### config.mk
export PLATFORM = sky130hd
export DESIGN_NAME = ethernet_tx_fifo_ctrl
export DESIGN_NICKNAME = d
export VERILOG_FILES = /design/src/logic/ethernet_tx_fifo_ctrl.v
export VERILOG_INCLUDE_DIRS = /design/src /design/src/common
export SDC_FILE = /design/constraint.sdc
export NUM_CORES = 1
export LEC_CHECK = 0
export BUFFER_PORTS_ARGS = -buffer_cell sky130_fd_sc_hd__clkbuf_2
export CORE_MARGIN = 2
export CORE_UTILIZATION = 56
export CTS_CLUSTER_SIZE = 25
export DETAILED_ROUTE_END_ITERATION = 10
export GPL_ROUTABILITY_DRIVEN = 0
export PLACE_DENSITY_LB_ADDON = 0.08
export SLEW_MARGIN = 20
export SYNTH_ARGS = -nofsm -noshare
export SYNTH_HDL_FRONTEND = slang
export SYNTH_SLANG_ARGS = --single-unit
### constraint.sdc
create_clock -name core_clk -period 4.1 [get_ports core_clk]
set_input_delay 0.41 -clock core_clk [delete_from_list [all_inputs] [get_ports core_clk]]
set_output_delay 0.41 -clock core_clk [all_outputs]
set_load 0.05 [all_outputs]
### src/common/tx_fifo_regs.vh
// Register map, field positions, reset values and timing counts of the transmit FIFO control block
`ifndef TX_FIFO_REGS_VH
`define TX_FIFO_REGS_VH

// ----------------------------------------
// Register byte addresses
// ----------------------------------------
`define TXF_STATUS_ADDR     16'h91A8
`define TXF_CONTROL_ADDR    16'h91AC

// ----------------------------------------
// Storage geometry
// ----------------------------------------
`define TXF_CAPACITY        11'h400
`define TXF_CAPACITY_WORD   32'h00000400

// ----------------------------------------
// Status fields
// ----------------------------------------
`define ST_IP_BIT           31
`define ST_TXW_BIT          30
`define ST_LANES_HI         27
`define ST_LANES_LO         24
`define ST_FAE_BIT          23
`define ST_UF_BIT           21
`define ST_OF_BIT           20
`define ST_FRAME_READY_FLAG_BIT       19
`define ST_FULL_BIT         18
`define ST_ALARM_BIT        17
`define ST_EMPTY_BIT        16

// ----------------------------------------
// Control fields and reset values
// ----------------------------------------
`define CT_TAG_CONTROL_NEXT_BIT         30
`define CT_WFR_BIT          29
`define CT_TIMER_BIT        28
`define CT_FRAME_MODE_ENABLE_BIT        27
`define CT_GR_HI            26
`define CT_GR_LO            24
`define CT_IPM_BIT          23
`define CT_FAEM_BIT         22
`define CT_ONE_BIT          21
`define CT_UFM_BIT          20
`define CT_OFM_BIT          19
`define CT_TXWM_BIT         18
`define CT_COUNT_HI         15
`define CT_COUNT_LO         0
`define CT_GR_RESET         3'h1
`define CT_TXWM_RESET       1'h1

// ----------------------------------------
// Timer mode prescale: cycles per timer unit
// ----------------------------------------
`define TIMER_UNIT_CYCLES   7'h40
`define TIMER_PRE_LAST      6'h3F

`endif

### src/logic/ethernet_tx_fifo_ctrl.v
// Transmit FIFO status, control, level flags, frame tagging and service-request timer
//
// Behaviour
// - Pointer write beyond storage range sets illegal-pointer flag; write one clears it.
// - Illegal-pointer flag raises transfer error unless its mask bit is set.
// - Reader stalled for lack of data sets sticky transmit-wait flag; write one clears.
// - Wait mask set keeps wait flag off error outputs; mask resets to one.
// - Frame boundary lanes field is one-hot: 1000 top byte down to 0001 bottom.
// - Frame mode: write overwriting retry-held frame sets sticky accept-error flag.
// - Accept-error mask set blocks the accept-error flag from the error event.
// - Read passing write pointer sets sticky underflow; stalled reader never sets it.
// - Write passing read pointer sets sticky overflow until software writes one.
// - Underflow and overflow masks each block their flag from the error event.
// - Frame mode only: frame-ready set while complete frames held, clears when all read.
// - Full flag set while storage full, clears only after a read.
// - Alarm flag set while stored byte count is at or below the threshold.
// - Alarm request clears when free bytes fall below four times granularity.
// - Empty flag set while storage holds nothing, clears only on a write.
// - Control-tag bit tags the next data write as control, then clears itself.
// - End-of-frame bit tags the next data write as frame end, then clears itself.
// - Timer mode suppresses frame requests, issues one every counter times 64 cycles.
// - Any data register read or write restarts the service-request timer.
// - Frame functions work only while frame mode enable is set.
// - Stored byte count is compared with the ten-bit alarm threshold.
`timescale 1ns/1ps
`include "tx_fifo_regs.vh"

module ethernet_tx_fifo_ctrl (
	// Clock and reset
	input  wire        core_clk,
	input  wire        rst_n,
	// Register port
	input  wire [15:0] reg_addr,
	input  wire [31:0] reg_wdata,
	input  wire        reg_wr,
	input  wire        reg_rd,
	output reg  [31:0] reg_rdata,
	// Data port (writer side)
	input  wire        data_wr,
	input  wire [2:0]  data_wr_bytes,
	input  wire        data_wr_frame,
	input  wire        data_rd,
	input  wire [2:0]  data_rd_bytes,
	output reg         wr_tag_control,
	output reg         wr_tag_eof,
	// Pointer and threshold registers kept outside
	input  wire        ptr_wr,
	input  wire [31:0] ptr_wr_value,
	input  wire [9:0]  alarm_level,
	input  wire        retry_hold,
	// MAC transmit read bus
	input  wire        mac_rd_req,
	input  wire [2:0]  mac_rd_bytes,
	input  wire        mac_rd_frame_end,
	output wire        mac_rd_grant,
	output wire        mac_rd_wait,
	// Service requests and error event
	output reg         alarm_request,
	output reg         frame_request,
	output wire        fifo_error_event,
	output wire        wait_error
);

	// ----------------------------------------
	// Sticky flag indices
	// ----------------------------------------
	localparam FL_OF  = 0;
	localparam FL_UF  = 1;
	localparam FL_FAE = 2;
	localparam FL_TXW = 3;
	localparam FL_IP  = 4;

	// ----------------------------------------
	// Timer states
	// ----------------------------------------
	localparam TM_IDLE = 2'b01;
	localparam TM_RUN  = 2'b10;

	// ----------------------------------------
	// Helpers
	// ----------------------------------------
	// Last byte of an MSB-aligned write of n bytes sits in this lane
	function [3:0] lane_of;
		input [2:0] n;
		begin
			case (n)
				3'h1:    lane_of = 4'h8;
				3'h2:    lane_of = 4'h4;
				3'h3:    lane_of = 4'h2;
				default: lane_of = 4'h1;
			endcase
		end
	endfunction

	function [10:0] bytes_ext;
		input [2:0] n;
		begin
			bytes_ext = {8'h00, n};
		end
	endfunction

	// ----------------------------------------
	// State
	// ----------------------------------------
	reg  [10:0] count_r;
	reg  [10:0] count_nxt;
	reg  [4:0]  sticky_r;
	reg  [3:0]  lanes_r;
	reg  [9:0]  frames_r;
	reg  [9:0]  frames_nxt;
	reg         tag_control_next_r;
	reg         wfr_r;
	reg         timer_en_r;
	reg         frame_mode_enable_r;
	reg  [2:0]  gr_r;
	reg         ipm_r;
	reg         faem_r;
	reg         ufm_r;
	reg         ofm_r;
	reg         txwm_r;
	reg  [15:0] period_r;
	reg  [1:0]  tm_state_r;
	reg  [5:0]  pre_r;
	reg  [15:0] units_r;

	wire [10:0] free_bytes;
	wire        ctl_wr;
	wire        st_wr;
	wire        wr_fits;
	wire        rd_fits;
	wire        sw_rd_fits;
	wire        eof_write;
	wire        frame_ready;
	wire        alarm_cond;
	wire [10:0] gr_bytes;
	wire [4:0]  set_vec;
	wire [4:0]  clr_vec;
	wire [4:0]  mask_vec;
	wire        data_access;
	wire        timer_mode;
	wire        timer_expire;

	assign ctl_wr     = reg_wr && (reg_addr == `TXF_CONTROL_ADDR);
	assign st_wr      = reg_wr && (reg_addr == `TXF_STATUS_ADDR);
	assign free_bytes = `TXF_CAPACITY - count_r;
	assign wr_fits    = bytes_ext(data_wr_bytes) <= free_bytes;
	assign rd_fits    = bytes_ext(mac_rd_bytes) <= count_r;
	assign sw_rd_fits = bytes_ext(data_rd_bytes) <= count_r;

	// ----------------------------------------
	// MAC read handshake
	// ----------------------------------------
	// Short reads are held off with wait states rather than underflowing
	assign mac_rd_grant = mac_rd_req && rd_fits;
	assign mac_rd_wait  = mac_rd_req && !rd_fits;

	// ----------------------------------------
	// Byte count
	// ----------------------------------------
	// Overflowing writes saturate the count; the pointers wrap over unread data
	always @* begin
		count_nxt = count_r;
		if (data_wr) begin
			if (wr_fits)
				count_nxt = count_nxt + bytes_ext(data_wr_bytes);
			else
				count_nxt = `TXF_CAPACITY;
		end
		if (mac_rd_grant)
			count_nxt = count_nxt - bytes_ext(mac_rd_bytes);
		else if (data_rd) begin
			if (sw_rd_fits)
				count_nxt = count_nxt - bytes_ext(data_rd_bytes);
			else
				count_nxt = 11'h000;
		end
	end

	always @(posedge core_clk or negedge rst_n) begin
		if (!rst_n)
			count_r <= 11'h000;
		else
			count_r <= count_nxt;
	end

	// ----------------------------------------
	// Sticky error flags
	// ----------------------------------------
	assign set_vec[FL_IP]  = ptr_wr && (ptr_wr_value >= `TXF_CAPACITY_WORD);
	assign set_vec[FL_TXW] = mac_rd_wait;
	assign set_vec[FL_FAE] = frame_mode_enable_r && data_wr && retry_hold && !wr_fits;
	assign set_vec[FL_UF]  = data_rd && !mac_rd_grant && !sw_rd_fits;
	assign set_vec[FL_OF]  = data_wr && !wr_fits;

	assign clr_vec[FL_IP]  = st_wr && reg_wdata[`ST_IP_BIT];
	assign clr_vec[FL_TXW] = st_wr && reg_wdata[`ST_TXW_BIT];
	assign clr_vec[FL_FAE] = st_wr && reg_wdata[`ST_FAE_BIT];
	assign clr_vec[FL_UF]  = st_wr && reg_wdata[`ST_UF_BIT];
	assign clr_vec[FL_OF]  = st_wr && reg_wdata[`ST_OF_BIT];

	assign mask_vec[FL_IP]  = ipm_r;
	assign mask_vec[FL_TXW] = txwm_r;
	assign mask_vec[FL_FAE] = faem_r;
	assign mask_vec[FL_UF]  = ufm_r;
	assign mask_vec[FL_OF]  = ofm_r;

	// A new event in the clearing cycle keeps the flag set
	genvar gi;
	generate
		for (gi = 0; gi < 5; gi = gi + 1) begin : g_sticky
			always @(posedge core_clk or negedge rst_n) begin
				if (!rst_n)
					sticky_r[gi] <= 1'b0;
				else if (set_vec[gi])
					sticky_r[gi] <= 1'b1;
				else if (clr_vec[gi])
					sticky_r[gi] <= 1'b0;
			end
		end
	endgenerate

	assign fifo_error_event = |(sticky_r & ~mask_vec);
	assign wait_error       = sticky_r[FL_TXW] && !txwm_r;

	// ----------------------------------------
	// Frame tracking
	// ----------------------------------------
	assign eof_write   = frame_mode_enable_r && data_wr && (wfr_r || data_wr_frame);
	assign frame_ready = frame_mode_enable_r && (frames_r != 10'h000);

	always @* begin
		frames_nxt = frames_r;
		if (eof_write)
			frames_nxt = frames_nxt + 10'h001;
		if (frame_mode_enable_r && mac_rd_grant && mac_rd_frame_end && (frames_nxt != 10'h000))
			frames_nxt = frames_nxt - 10'h001;
		if (!frame_mode_enable_r)
			frames_nxt = 10'h000;
	end

	always @(posedge core_clk or negedge rst_n) begin
		if (!rst_n) begin
			frames_r <= 10'h000;
			lanes_r  <= 4'h0;
		end else begin
			frames_r <= frames_nxt;
			if (eof_write)
				lanes_r <= lane_of(data_wr_bytes);
			else if (!frame_mode_enable_r)
				lanes_r <= 4'h0;
		end
	end

	// ----------------------------------------
	// Data write tagging
	// ----------------------------------------
	// Tags are registered so they stand beside the word one cycle after the write
	always @(posedge core_clk or negedge rst_n) begin
		if (!rst_n) begin
			wr_tag_control <= 1'b0;
			wr_tag_eof     <= 1'b0;
		end else begin
			wr_tag_control <= data_wr && frame_mode_enable_r && tag_control_next_r;
			wr_tag_eof     <= eof_write;
		end
	end

	// ----------------------------------------
	// Control register
	// ----------------------------------------
	// A control write in the same cycle as a data write wins over the self-clear
	always @(posedge core_clk or negedge rst_n) begin
		if (!rst_n) begin
			tag_control_next_r     <= 1'b0;
			wfr_r      <= 1'b0;
			timer_en_r <= 1'b0;
			frame_mode_enable_r    <= 1'b0;
			gr_r       <= `CT_GR_RESET;
			ipm_r      <= 1'b0;
			faem_r     <= 1'b0;
			ufm_r      <= 1'b0;
			ofm_r      <= 1'b0;
			txwm_r     <= `CT_TXWM_RESET;
			period_r   <= 16'h0000;
		end else if (ctl_wr) begin
			tag_control_next_r     <= reg_wdata[`CT_TAG_CONTROL_NEXT_BIT];
			wfr_r      <= reg_wdata[`CT_WFR_BIT];
			timer_en_r <= reg_wdata[`CT_TIMER_BIT];
			frame_mode_enable_r    <= reg_wdata[`CT_FRAME_MODE_ENABLE_BIT];
			gr_r       <= reg_wdata[`CT_GR_HI:`CT_GR_LO];
			ipm_r      <= reg_wdata[`CT_IPM_BIT];
			faem_r     <= reg_wdata[`CT_FAEM_BIT];
			ufm_r      <= reg_wdata[`CT_UFM_BIT];
			ofm_r      <= reg_wdata[`CT_OFM_BIT];
			txwm_r     <= reg_wdata[`CT_TXWM_BIT];
			period_r   <= reg_wdata[`CT_COUNT_HI:`CT_COUNT_LO];
		end else if (data_wr) begin
			tag_control_next_r <= 1'b0;
			wfr_r  <= 1'b0;
		end
	end

	// ----------------------------------------
	// Alarm request
	// ----------------------------------------
	assign alarm_cond = count_r <= {1'b0, alarm_level};
	assign gr_bytes   = {6'h00, gr_r, 2'b00};

	// Set point and clear point differ so the request has hysteresis
	always @(posedge core_clk or negedge rst_n) begin
		if (!rst_n)
			alarm_request <= 1'b1;
		else if (alarm_cond)
			alarm_request <= 1'b1;
		else if (free_bytes < gr_bytes)
			alarm_request <= 1'b0;
	end

	// ----------------------------------------
	// Service-request timer
	// ----------------------------------------
	assign data_access  = data_wr || data_rd;
	assign timer_mode   = frame_mode_enable_r && timer_en_r;
	assign timer_expire = (tm_state_r == TM_RUN) && (pre_r == `TIMER_PRE_LAST) &&
	                      (units_r + 16'h0001 >= period_r);

	// A zero period keeps the timer from leaving idle, so timer mode entered with zero silences frame requests
	always @(posedge core_clk or negedge rst_n) begin
		if (!rst_n) begin
			tm_state_r <= TM_IDLE;
			pre_r      <= 6'h00;
			units_r    <= 16'h0000;
		end else begin
			case (tm_state_r)
				TM_IDLE: begin
					pre_r   <= 6'h00;
					units_r <= 16'h0000;
					if (timer_mode && frame_ready && (period_r != 16'h0000))
						tm_state_r <= TM_RUN;
				end
				TM_RUN: begin
					if (!timer_mode || !frame_ready || data_access) begin
						tm_state_r <= TM_IDLE;
						pre_r      <= 6'h00;
						units_r    <= 16'h0000;
					end else if (timer_expire) begin
						pre_r   <= 6'h00;
						units_r <= 16'h0000;
					end else if (pre_r == `TIMER_PRE_LAST) begin
						pre_r   <= 6'h00;
						units_r <= units_r + 16'h0001;
					end else begin
						pre_r <= pre_r + 6'h01;
					end
				end
				default: begin
					tm_state_r <= TM_IDLE;
					pre_r      <= 6'h00;
					units_r    <= 16'h0000;
				end
			endcase
		end
	end

	// ----------------------------------------
	// Frame request
	// ----------------------------------------
	// Level while frames are held; a one-cycle pulse per period in timer mode
	always @(posedge core_clk or negedge rst_n) begin
		if (!rst_n)
			frame_request <= 1'b0;
		else if (timer_mode)
			frame_request <= timer_expire && !data_access;
		else
			frame_request <= frame_ready;
	end

	// ----------------------------------------
	// Register read
	// ----------------------------------------
	always @(posedge core_clk or negedge rst_n) begin
		if (!rst_n)
			reg_rdata <= 32'h00000000;
		else if (reg_rd) begin
			reg_rdata <= 32'h00000000;
			if (reg_addr == `TXF_STATUS_ADDR) begin
				reg_rdata[`ST_IP_BIT]               <= sticky_r[FL_IP];
				reg_rdata[`ST_TXW_BIT]              <= sticky_r[FL_TXW];
				reg_rdata[`ST_LANES_HI:`ST_LANES_LO] <= lanes_r;
				reg_rdata[`ST_FAE_BIT]              <= sticky_r[FL_FAE];
				reg_rdata[`ST_UF_BIT]               <= sticky_r[FL_UF];
				reg_rdata[`ST_OF_BIT]               <= sticky_r[FL_OF];
				reg_rdata[`ST_FRAME_READY_FLAG_BIT]           <= frame_ready;
				reg_rdata[`ST_FULL_BIT]             <= count_r == `TXF_CAPACITY;
				reg_rdata[`ST_ALARM_BIT]            <= alarm_cond;
				reg_rdata[`ST_EMPTY_BIT]            <= count_r == 11'h000;
			end else if (reg_addr == `TXF_CONTROL_ADDR) begin
				reg_rdata[`CT_TAG_CONTROL_NEXT_BIT]             <= tag_control_next_r;
				reg_rdata[`CT_WFR_BIT]              <= wfr_r;
				reg_rdata[`CT_TIMER_BIT]            <= timer_en_r;
				reg_rdata[`CT_FRAME_MODE_ENABLE_BIT]            <= frame_mode_enable_r;
				reg_rdata[`CT_GR_HI:`CT_GR_LO]      <= gr_r;
				reg_rdata[`CT_IPM_BIT]              <= ipm_r;
				reg_rdata[`CT_FAEM_BIT]             <= faem_r;
				reg_rdata[`CT_ONE_BIT]              <= 1'b1;
				reg_rdata[`CT_UFM_BIT]              <= ufm_r;
				reg_rdata[`CT_OFM_BIT]              <= ofm_r;
				reg_rdata[`CT_TXWM_BIT]             <= txwm_r;
				reg_rdata[`CT_COUNT_HI:`CT_COUNT_LO] <= period_r;
			end
		end else
			reg_rdata <= 32'h00000000;
	end

endmodule

==> results of run 1 <==
==> cells in the final DEF, fill, tap and decap left out, types with 10 or more instances in the layout <==
master,n
a21oi_1,25
a22o_1,14
and2_1,13
and3_1,10
buf_4,22
clkbuf_16,17
clkbuf_2,136
dfrtp_1,113
ha_1,51
inv_1,59
mux2_2,27
nand2_1,44
nand3_1,39
nand4_1,16
nor2_1,64
nor2b_1,12
nor3_1,33
nor4_1,13
o21ai_0,23
xnor2_1,35
xor2_1,17
==> per-stage QoR <==
stage               setup WS, ns  hold slack, ns
global route            0.000171           0.147
floorplan                  0.327           0.114
global placement           0.243           0.452
CTS                        0.139           0.117
finish                     0.211          0.0924
detailed placement         0.158           0.467
==> what timing repair did <==
| action | 4_1_cts | 5_1_grt |
|---|---|---|
| endpoints found under the setup margin | 0 | 5 |
| endpoints found under the hold margin | 0 | 0 |
| resized for setup | 0 | 5 |
==> cells by family (layout without fill, tap and decap cells) <==
logic type / Yosys count / count (layout)
AO/OA/AOI/OAI: 138 / 138
XOR/XNOR: 52 / 52
adder cells (fa/ha/maj): 55 / 55
buffers and inverters: 88 / 251
flip-flops: 118 / 118
multiplexers: 35 / 35
AND/OR/NAND/NOR: 296 / 296
==> worst max path at each step <==
stage | from | to | slack (ns)
2_1_floorplan | count_r[1] | count_r[10] | 0.33
3_3_place_gp | count_r[0] | count_r[10] | 0.24
3_5_place_dp | count_r[0] | count_r[10] | 0.16
4_1_cts | count_r[0] | count_r[10] | 0.14
5_1_grt | count_r[0] | count_r[10] | 0.0002
6_report | count_r[3] | count_r[10] | 0.21
==> registers in the layout, indices dropped and copies added (netlist names) <==
register	count
tag_control_next_r	1
wr_tag_eof	1
lanes_r	4
faem_r	1
frames_r	10
ipm_r	1
timer_en_r	1
ufm_r	1
count_r	11
gr_r	3
pre_r	6
wfr_r	1
alarm_request	1
ofm_r	1
frame_request	1
txwm_r	1
units_r	16
sticky_r	5
tm_state_r	2
wr_tag_control	1
frame_mode_enable_r	1
period_r	16
reg_rdata	32
==> per-layer routing <==
layer / track usage / routed length [um]
met1: 0.389 / 8820
met2: 0.476 / 9690
met3: 0.0713 / 1410
met4: 0.0919 / 401
met5: 0 / 0
==> power breakdown <==
| group | switching (mW) | internal [mW] |
|---|---|---|
| registers | 0.104 | 1.23 |
| clock network | 0.524 | 1.06 |
| logic | 0.815 | 0.626 |
| total | 1.44 | 2.92 |
==> critical path, cell delays in order, from the launching register on <==
cell	delay (ns)
dfrtp_1	0.49
or4_4	0.55
a2111oi_4	0.37
nor3_2	0.15
nor4b_4	0.29
buf_4	0.21
o31a_1	0.17
ha_1	0.18
inv_1	0.06
fa_1	0.40
nand2_1	0.12
and2_1	0.18
a22oi_1	0.14
or3b_1	0.43
o211ai_2	0.07
==> area by class of cell <==
class	count	area (um2)
inverter	61	229
clock inverter	8	145
multi-input combinational	576	4210
clock buffer	24	482
timing repair buffer	158	846
fill	1044	4050
sequential	118	2960
tap	176	220
==> summary.md, run 1 <==
| Metric | Value |
|---|---|
| Data arrival time of the worst path | approximately 4.2 ns |
| Io pins | 150 |
| Fmax | ~0.26 GHz |
| Clock Skew | roughly 0.0084 ns |
| Synth Instances | 782 |
| Number of iterations in the first detailed-routing pass | 7 |
| Setup bufs post-CTS | 0 |
| Hold Vio Cnt, Final | 0 |
| Row cnt | 42 |
| Status | finished, final reports clean |
| DR DRC count | 0 |
| Final #Nets | roughly 1100 |
| Area grow syn2layout | 21.4% |
| Die footprint | between 10000 and 15000 um2 |
| Aggregate routed wire length | about 20000 um |
| Initial drt markers | 531 |
| Max-Cap Viols | 0 |
| Seq/Total Area, Yosys | 0.395 |
| Post-synthesis compound-gate area fraction | 0.137 |
| Largest net degree at the start of global routing | 66 |
| Mux cell area share after synthesis | 0.0513 |
| Post-route insts no fill | ~1100 |
| Top-area cell type share of the netlist area | 0.381 |
| Clk sinks | ~120 |
| FF-to-FF Start | count_r[3] |
| Core area | 13100 um2 |
| # hold bufs at CTS | 0 |
| Vias in the first global route | 6745 |
| Largest family of logic cells by synthesized area | simple AND/OR/NAND/NOR gates |
| Post-DP HPWL | approximately 15000 um |
| Post-Syn Area | between 7000 and 8000 um2 |
| Worst-margin pin slew | 1.04 ns |
| Post-route cell area | ~9100 um2 |
| Synth async-reset ratio | 1.00 |
| Mean Syn Cell Area | around 9.6 um2 |
| Min-delay worst type | in2async |
| Routed via count | 6688 |
| Clock insertion delay at the later pin of the skew report | between 0.4 and 0.5 ns |
| Chip Height | approximately 120 um |
| Post-Syn Nets | 947 |
| Final worst-path cycle share | 0.949 |
| Placed cell count | 1089 |
| Simple-gate area share of the yosys netlist | 0.215 |
| Die width | between 100 and 150 um |
| Clock Pin Slew Worst Setup and Hold Paths | ~0.050 ns |
| Worst Setup Start Kind | flop |
| Worst EP required | between 4 and 5 ns |
| Synth Register Bits | about 120 |
| Pwr/cell area | 480 nW/um2 |
| Final Slew Violations | 0 |
| LEAKAGE | 4.34 nW |
| Critical R2R Capture | count_r[10] |
| Synthesis Warnings | 0 |
| N_diodes | 0 |
| R2r setup slk | ~0.21 ns |
| Total CTS buffers | 17 |
| Max-slew headroom | 0.304 |
| Setup TNS | 0 ns |
| Synth cell types | 75 |
| Clock root cell | clkbuf_16 |
| Total chip power | ~4.4 mW |
| Drt wl/cell | around 18 um |
| Critical path type | reg2reg |
| R2R depth | 14 |
| Htree depth | 4 |
| Synth Area in XOR/XNOR | 0.0608 |
| Gr ovfl total | 0 |
| Crit-path max FO | 8 |
| RSZ-0062 raised after global routing | no |
| Minimum clock period | 3.89 ns |
| Number of flops mapped to enable cells by yosys | 0 |
| Post-DR vias/cell | 5.97 |
| Ys flop type | dfrtp_1 |
| Area contributors post-synth | dfrtp_1 (38%), ha_1 (8.7%), xnor2_1 (4.1%) |
| Final Util | 0.692 |
| CP endpoint kind | flop |
| Most frequent cell after synthesis | dfrtp_1 |
| Final setup viols | 0 |
| Global-route usage over all layers | 0.293 |
| Remaining antenna violation count | 0 |
| Peak VDD IR | between 300 and 400 uV |
| Synth top cells by count | dfrtp_1 (114), nor2_1 (64), inv_1 (59) |
| Port buffer count | 137 |
| Clock Tree Buf Depth | 2 |
| Initial antenna violation count | 0 |
| Cell taking the most area after synthesis | dfrtp_1 |
| First-pass GRT wire length | roughly 33000 um |
| CTS tree | done |
| Starting Density | 0.570 |
| Layout cells sized above 1 | 0.258 |
| Adder-Cell Fraction of Synth Area | 0.0949 |
| Placed Area | around 8400 um2 |
(Power assumes the default switching activity.)
==> inputs of run 2 (changes only) <==
--- a/config.mk
+++ b/config.mk
@@ -6,6 +6,7 @@
 export SDC_FILE = /design/constraint.sdc
 export NUM_CORES = 1
 export LEC_CHECK = 0
+export ABC_AREA = 1
 export BUFFER_PORTS_ARGS = -buffer_cell sky130_fd_sc_hd__clkbuf_2
 export CORE_MARGIN = 2
 export CORE_UTILIZATION = 56
==> run 2 against run 1 <==
  * First-iteration DRC count decreased by 23%
  * Cell count is 13% higher
  * Core utilization shrank 1.4 points
  * Critical path depth up 11
  * Clock-buffer cell count decreased by 2
  * Total power decreased by 8.2%
  * Via count is 0.48% higher
  * Sequential power about the same
==> summary.md, run 2 <==
| Metric | Value |
|---|---|
| Status | finished, final reports clean (unchanged) |
| Area grow syn2layout | 19.5% (was 21.4%) |
| First-pass GRT wire length | 31000 um (was 33000 um) |
| LEAKAGE | 4.68 nW (was 4.34 nW) |
| Post-Syn Nets | 1098 (was 947) |
| Post-route cell area | 8910 um2 (was 9090 um2) |
| Final Util | 0.678 (was 0.692) |
| Clock root cell | clkbuf_16 (unchanged) |
| Reg with most FFs | reg_rdata (unchanged) |
| Seq/Total Area, Yosys | 0.397 (was 0.395) |
| Synthesis Warnings | 0 (unchanged) |
| N_diodes | 0 (unchanged) |
| Worst Setup Start Kind | flop (unchanged) |
| Initial antenna violation count | 0 (unchanged) |
| Max-Cap Viols | 0 (unchanged) |
| Hold Vio Cnt, Final | 0 (unchanged) |
| Largest regs | reg_rdata x32, period_r x16, units_r x16 (unchanged) |
| Data arrival time of the worst path | 3.94 ns (was 4.22 ns) |
| Chip Height | 119 um (was 120 um) |
| Crit-path max FO | 5 (was 8) |
| Initial drt markers | 407 (was 531) |
| Vias in the first global route | 6512 (was 6745) |
| Clock Tree Buf Depth | 2 (unchanged) |
| Critical path type | reg2reg (unchanged) |
| Final worst-path cycle share | 0.884 (was 0.949) |
| Placed cell count | 1242 (was 1089) |
| Cell taking the most area after synthesis | dfrtp_1 (unchanged) |
| CTS tree | done (unchanged) |
| Post-Syn Area | 7450 um2 (was 7490 um2) |
| Aggregate routed wire length | 18500 um (was 20300 um) |
| Pwr/cell area | 450 nW/um2 (was 480 nW/um2) |
| Post-DP HPWL | 14000 um (was 15100 um) |
| Clock insertion delay at the later pin of the skew report | 0.42 ns (about the same) |
| Placed Area | 8360 um2 (was 8440 um2) |
| Clk sinks | 118 (unchanged) |
| Starting Density | 0.567 (was 0.570) |
| Synth Register Bits | 118 (unchanged) |
| Commonest cells after routing, fill and taps aside | nand2_1 (166), inv_1 (156), clkbuf_2 (136), dfrtp_1 (114), nor2_1 (90) (was clkbuf_2 (136), dfrtp_1 (113), nor2_1 (64), inv_1 (59), ha_1 (51)) |
| Fmax | 0.276 GHz (was 0.257 GHz) |
| Mean Syn Cell Area | 7.99 um2 (was 9.58 um2) |
| Number of iterations in the first detailed-routing pass | 5 (was 7) |
| Setup bufs post-CTS | 0 (unchanged) |
| Gr ovfl total | 0 (unchanged) |
| Clock Skew | 0.00878 ns (was 0.00844 ns) |
| Routed via count | 6720 (was 6688) |
| Synth top cells by count | nand2_1 (166), inv_1 (157), dfrtp_1 (114) (was dfrtp_1 (114), nor2_1 (64), inv_1 (59)) |
| RSZ-0062 raised after global routing | no (unchanged) |
| Htree depth | 4 (unchanged) |
| Top-area cell type share of the netlist area | 0.383 (was 0.381) |
| Area contributors post-synth | dfrtp_1 (38%), ha_1 (8.7%), nand2_1 (8.4%) (was dfrtp_1 (38%), ha_1 (8.7%), xnor2_1 (4.1%)) |
| Row cnt | 42 (unchanged) |
| Port buffer count | 137 (unchanged) |
| Final setup viols | 0 (unchanged) |
| Most common cell after layout, fill and taps aside | nand2_1 (was clkbuf_2) |
| Ys flop type | dfrtp_1 (unchanged) |
| Number of flops mapped to enable cells by yosys | 0 (unchanged) |
| Most frequent cell after synthesis | nand2_1 (was dfrtp_1) |
| Synth cell types | 48 (was 75) |
| Worst-margin pin slew | 0.761 ns (was 1.04 ns) |
| Setup TNS | 0 ns (unchanged) |
| Drt wl/cell | 14.5 um (was 18.1 um) |
| Clock Pin Slew Worst Setup and Hold Paths | 0.05 ns (about the same) |
| Io pins | 150 (unchanged) |
| Synth async-reset ratio | 1.00 (unchanged) |
| Final WS setup | 0.475 ns (was 0.211 ns) |
| Peak VDD IR | 435 uV (was 313 uV) |
| Layout cells sized above 1 | 0.213 (was 0.258) |
| Die footprint | 14200 um2 (was 14300 um2) |
| Worst EP required | 4.41 ns (was 4.43 ns) |
| Max FFs per register | 32 (unchanged) |
| Minimum clock period | 3.63 ns (was 3.89 ns) |
| Die width | 119 um (was 120 um) |
| CP endpoint kind | flop (unchanged) |
| Post-route insts no fill | 1272 (was 1121) |
| Core area | 13100 um2 (unchanged) |
| Max-slew headroom | 0.493 (was 0.304) |
| Final Slew Violations | 0 (unchanged) |
| DR DRC count | 0 (unchanged) |
| Min-delay worst type | in2async (unchanged) |
| Post-Place Worst Slack | 0.418 ns (was 0.158 ns) |
| Post-DR vias/cell | 5.28 (was 5.97) |
| Global-route usage over all layers | 0.276 (was 0.293) |
| Synth Instances | 933 (was 782) |
| Remaining antenna violation count | 0 (unchanged) |
| Total CTS buffers | 17 (unchanged) |
| Final #Nets | 1250 (was 1097) |
| Largest net degree at the start of global routing | 59 (was 66) |
## run 2: cell types whose count changed after synthesis, sizes merged, moves of 9 or more
cell | before | now
a22o | 14 | 0
and2 | 14 | 1
and3 | 10 | 0
clkbuf | 20 | 8
inv | 59 | 160
nand2 | 44 | 173
nand2b | 9 | 0
nand3 | 39 | 68
nor2 | 65 | 101
nor2b | 14 | 0
nor3 | 36 | 15
o21ai | 24 | 60
xnor2 | 35 | 5
xor2 | 17 | 32
## run 2: layout make-up
cell class                      instances  area [um2]
Fill cell                            1119        4230
Timing Repair Buffer                  147         763
Tap cell                              176         220
Inverter                              165         619
Clock inverter                          8        76.3
Sequential cell                       118        2960
Multi-Input combinational cell        636        3800
Clock buffer                           22         474
## run 2: stage by stage
stage          power [mW]  hold WS [ns]
3_5_place_dp         2.62         0.456
4_1_cts              4.01        0.0812
5_1_grt              4.30         0.116
2_1_floorplan        2.28         0.114
6_report             4.00        0.0590
3_3_place_gp         2.60         0.453
## run 2: repair_timing
item                                    CTS  global route
hold buffers                              0             0
resized for setup                         0             2
endpoints found under the setup margin    0             4
## run 2: cell families after synthesis
kind of cell | after synthesis | share of synthesized area
AOI/OAI and AO/OA | 122 | 0.0939
xor gates and xnor gates | 37 | 0.0445
adders and majority gates | 55 | 0.0954
buffers and inverters | 179 | 0.0939
DFF | 118 | 0.397
muxes | 24 | 0.0363
and+or+nand+nor | 398 | 0.239
## run 2: where the power goes
group	switching, mW	internal, mW	total (mW)
Combinational	0.818	0.479	1.30
Sequential	0.102	1.23	1.33
Clock	0.512	0.869	1.38
Total	1.43	2.57	4.00
## run 2: worst max-delay path: stages (launching register included)
cell      delay, ns
dfrtp_1        0.38
inv_2          0.09
ha_2           0.22
xor2_1         0.09
ha_1           0.31
nand2_1        0.06
or2_2          0.27
nand2_1        0.06
nand3_1        0.07
nor2_1         0.14
nand2_1        0.13
a31o_2         0.25
inv_1          0.08
ha_1           0.14
inv_1          0.06
fa_1           0.40
nand2_1        0.09
nand3b_1       0.09
inv_1          0.07
nand2_2        0.09
nor2_4         0.16
nand2_1        0.06
nand2_1        0.05
nand2_1        0.05
nand2_1        0.05
nand2_1        0.05
## run 2: path summary, 6_finish.rpt
| path | start | endpoint | slack, ns | cells after the start |
|---|---|---|---|---|
| min in group core_clk | ptr_wr | sticky_r[4] | 0.20 | 3 |
| min | rst_n | frames_r[9] | 0.06 | 1 |
| max in group asynchronous | rst_n | alarm_request | 3.12 | 2 |
| max reg2reg | count_r[1] | count_r[10] | 0.47 | 25 |
| min reg2reg | pre_r[0] | pre_r[0] | 0.47 | 1 |
| max | count_r[1] | count_r[10] | 0.47 | 25 |
## run 2: per-layer routing
layer  vias to the layer above  global-route usage  share of wire
met4                         0              0.0809          0.014
met3                        21              0.0580          0.063
li1                       3361                   -              -
met2                       230               0.447           0.46
met1                      3108               0.376           0.46
met5                         -                   0              0
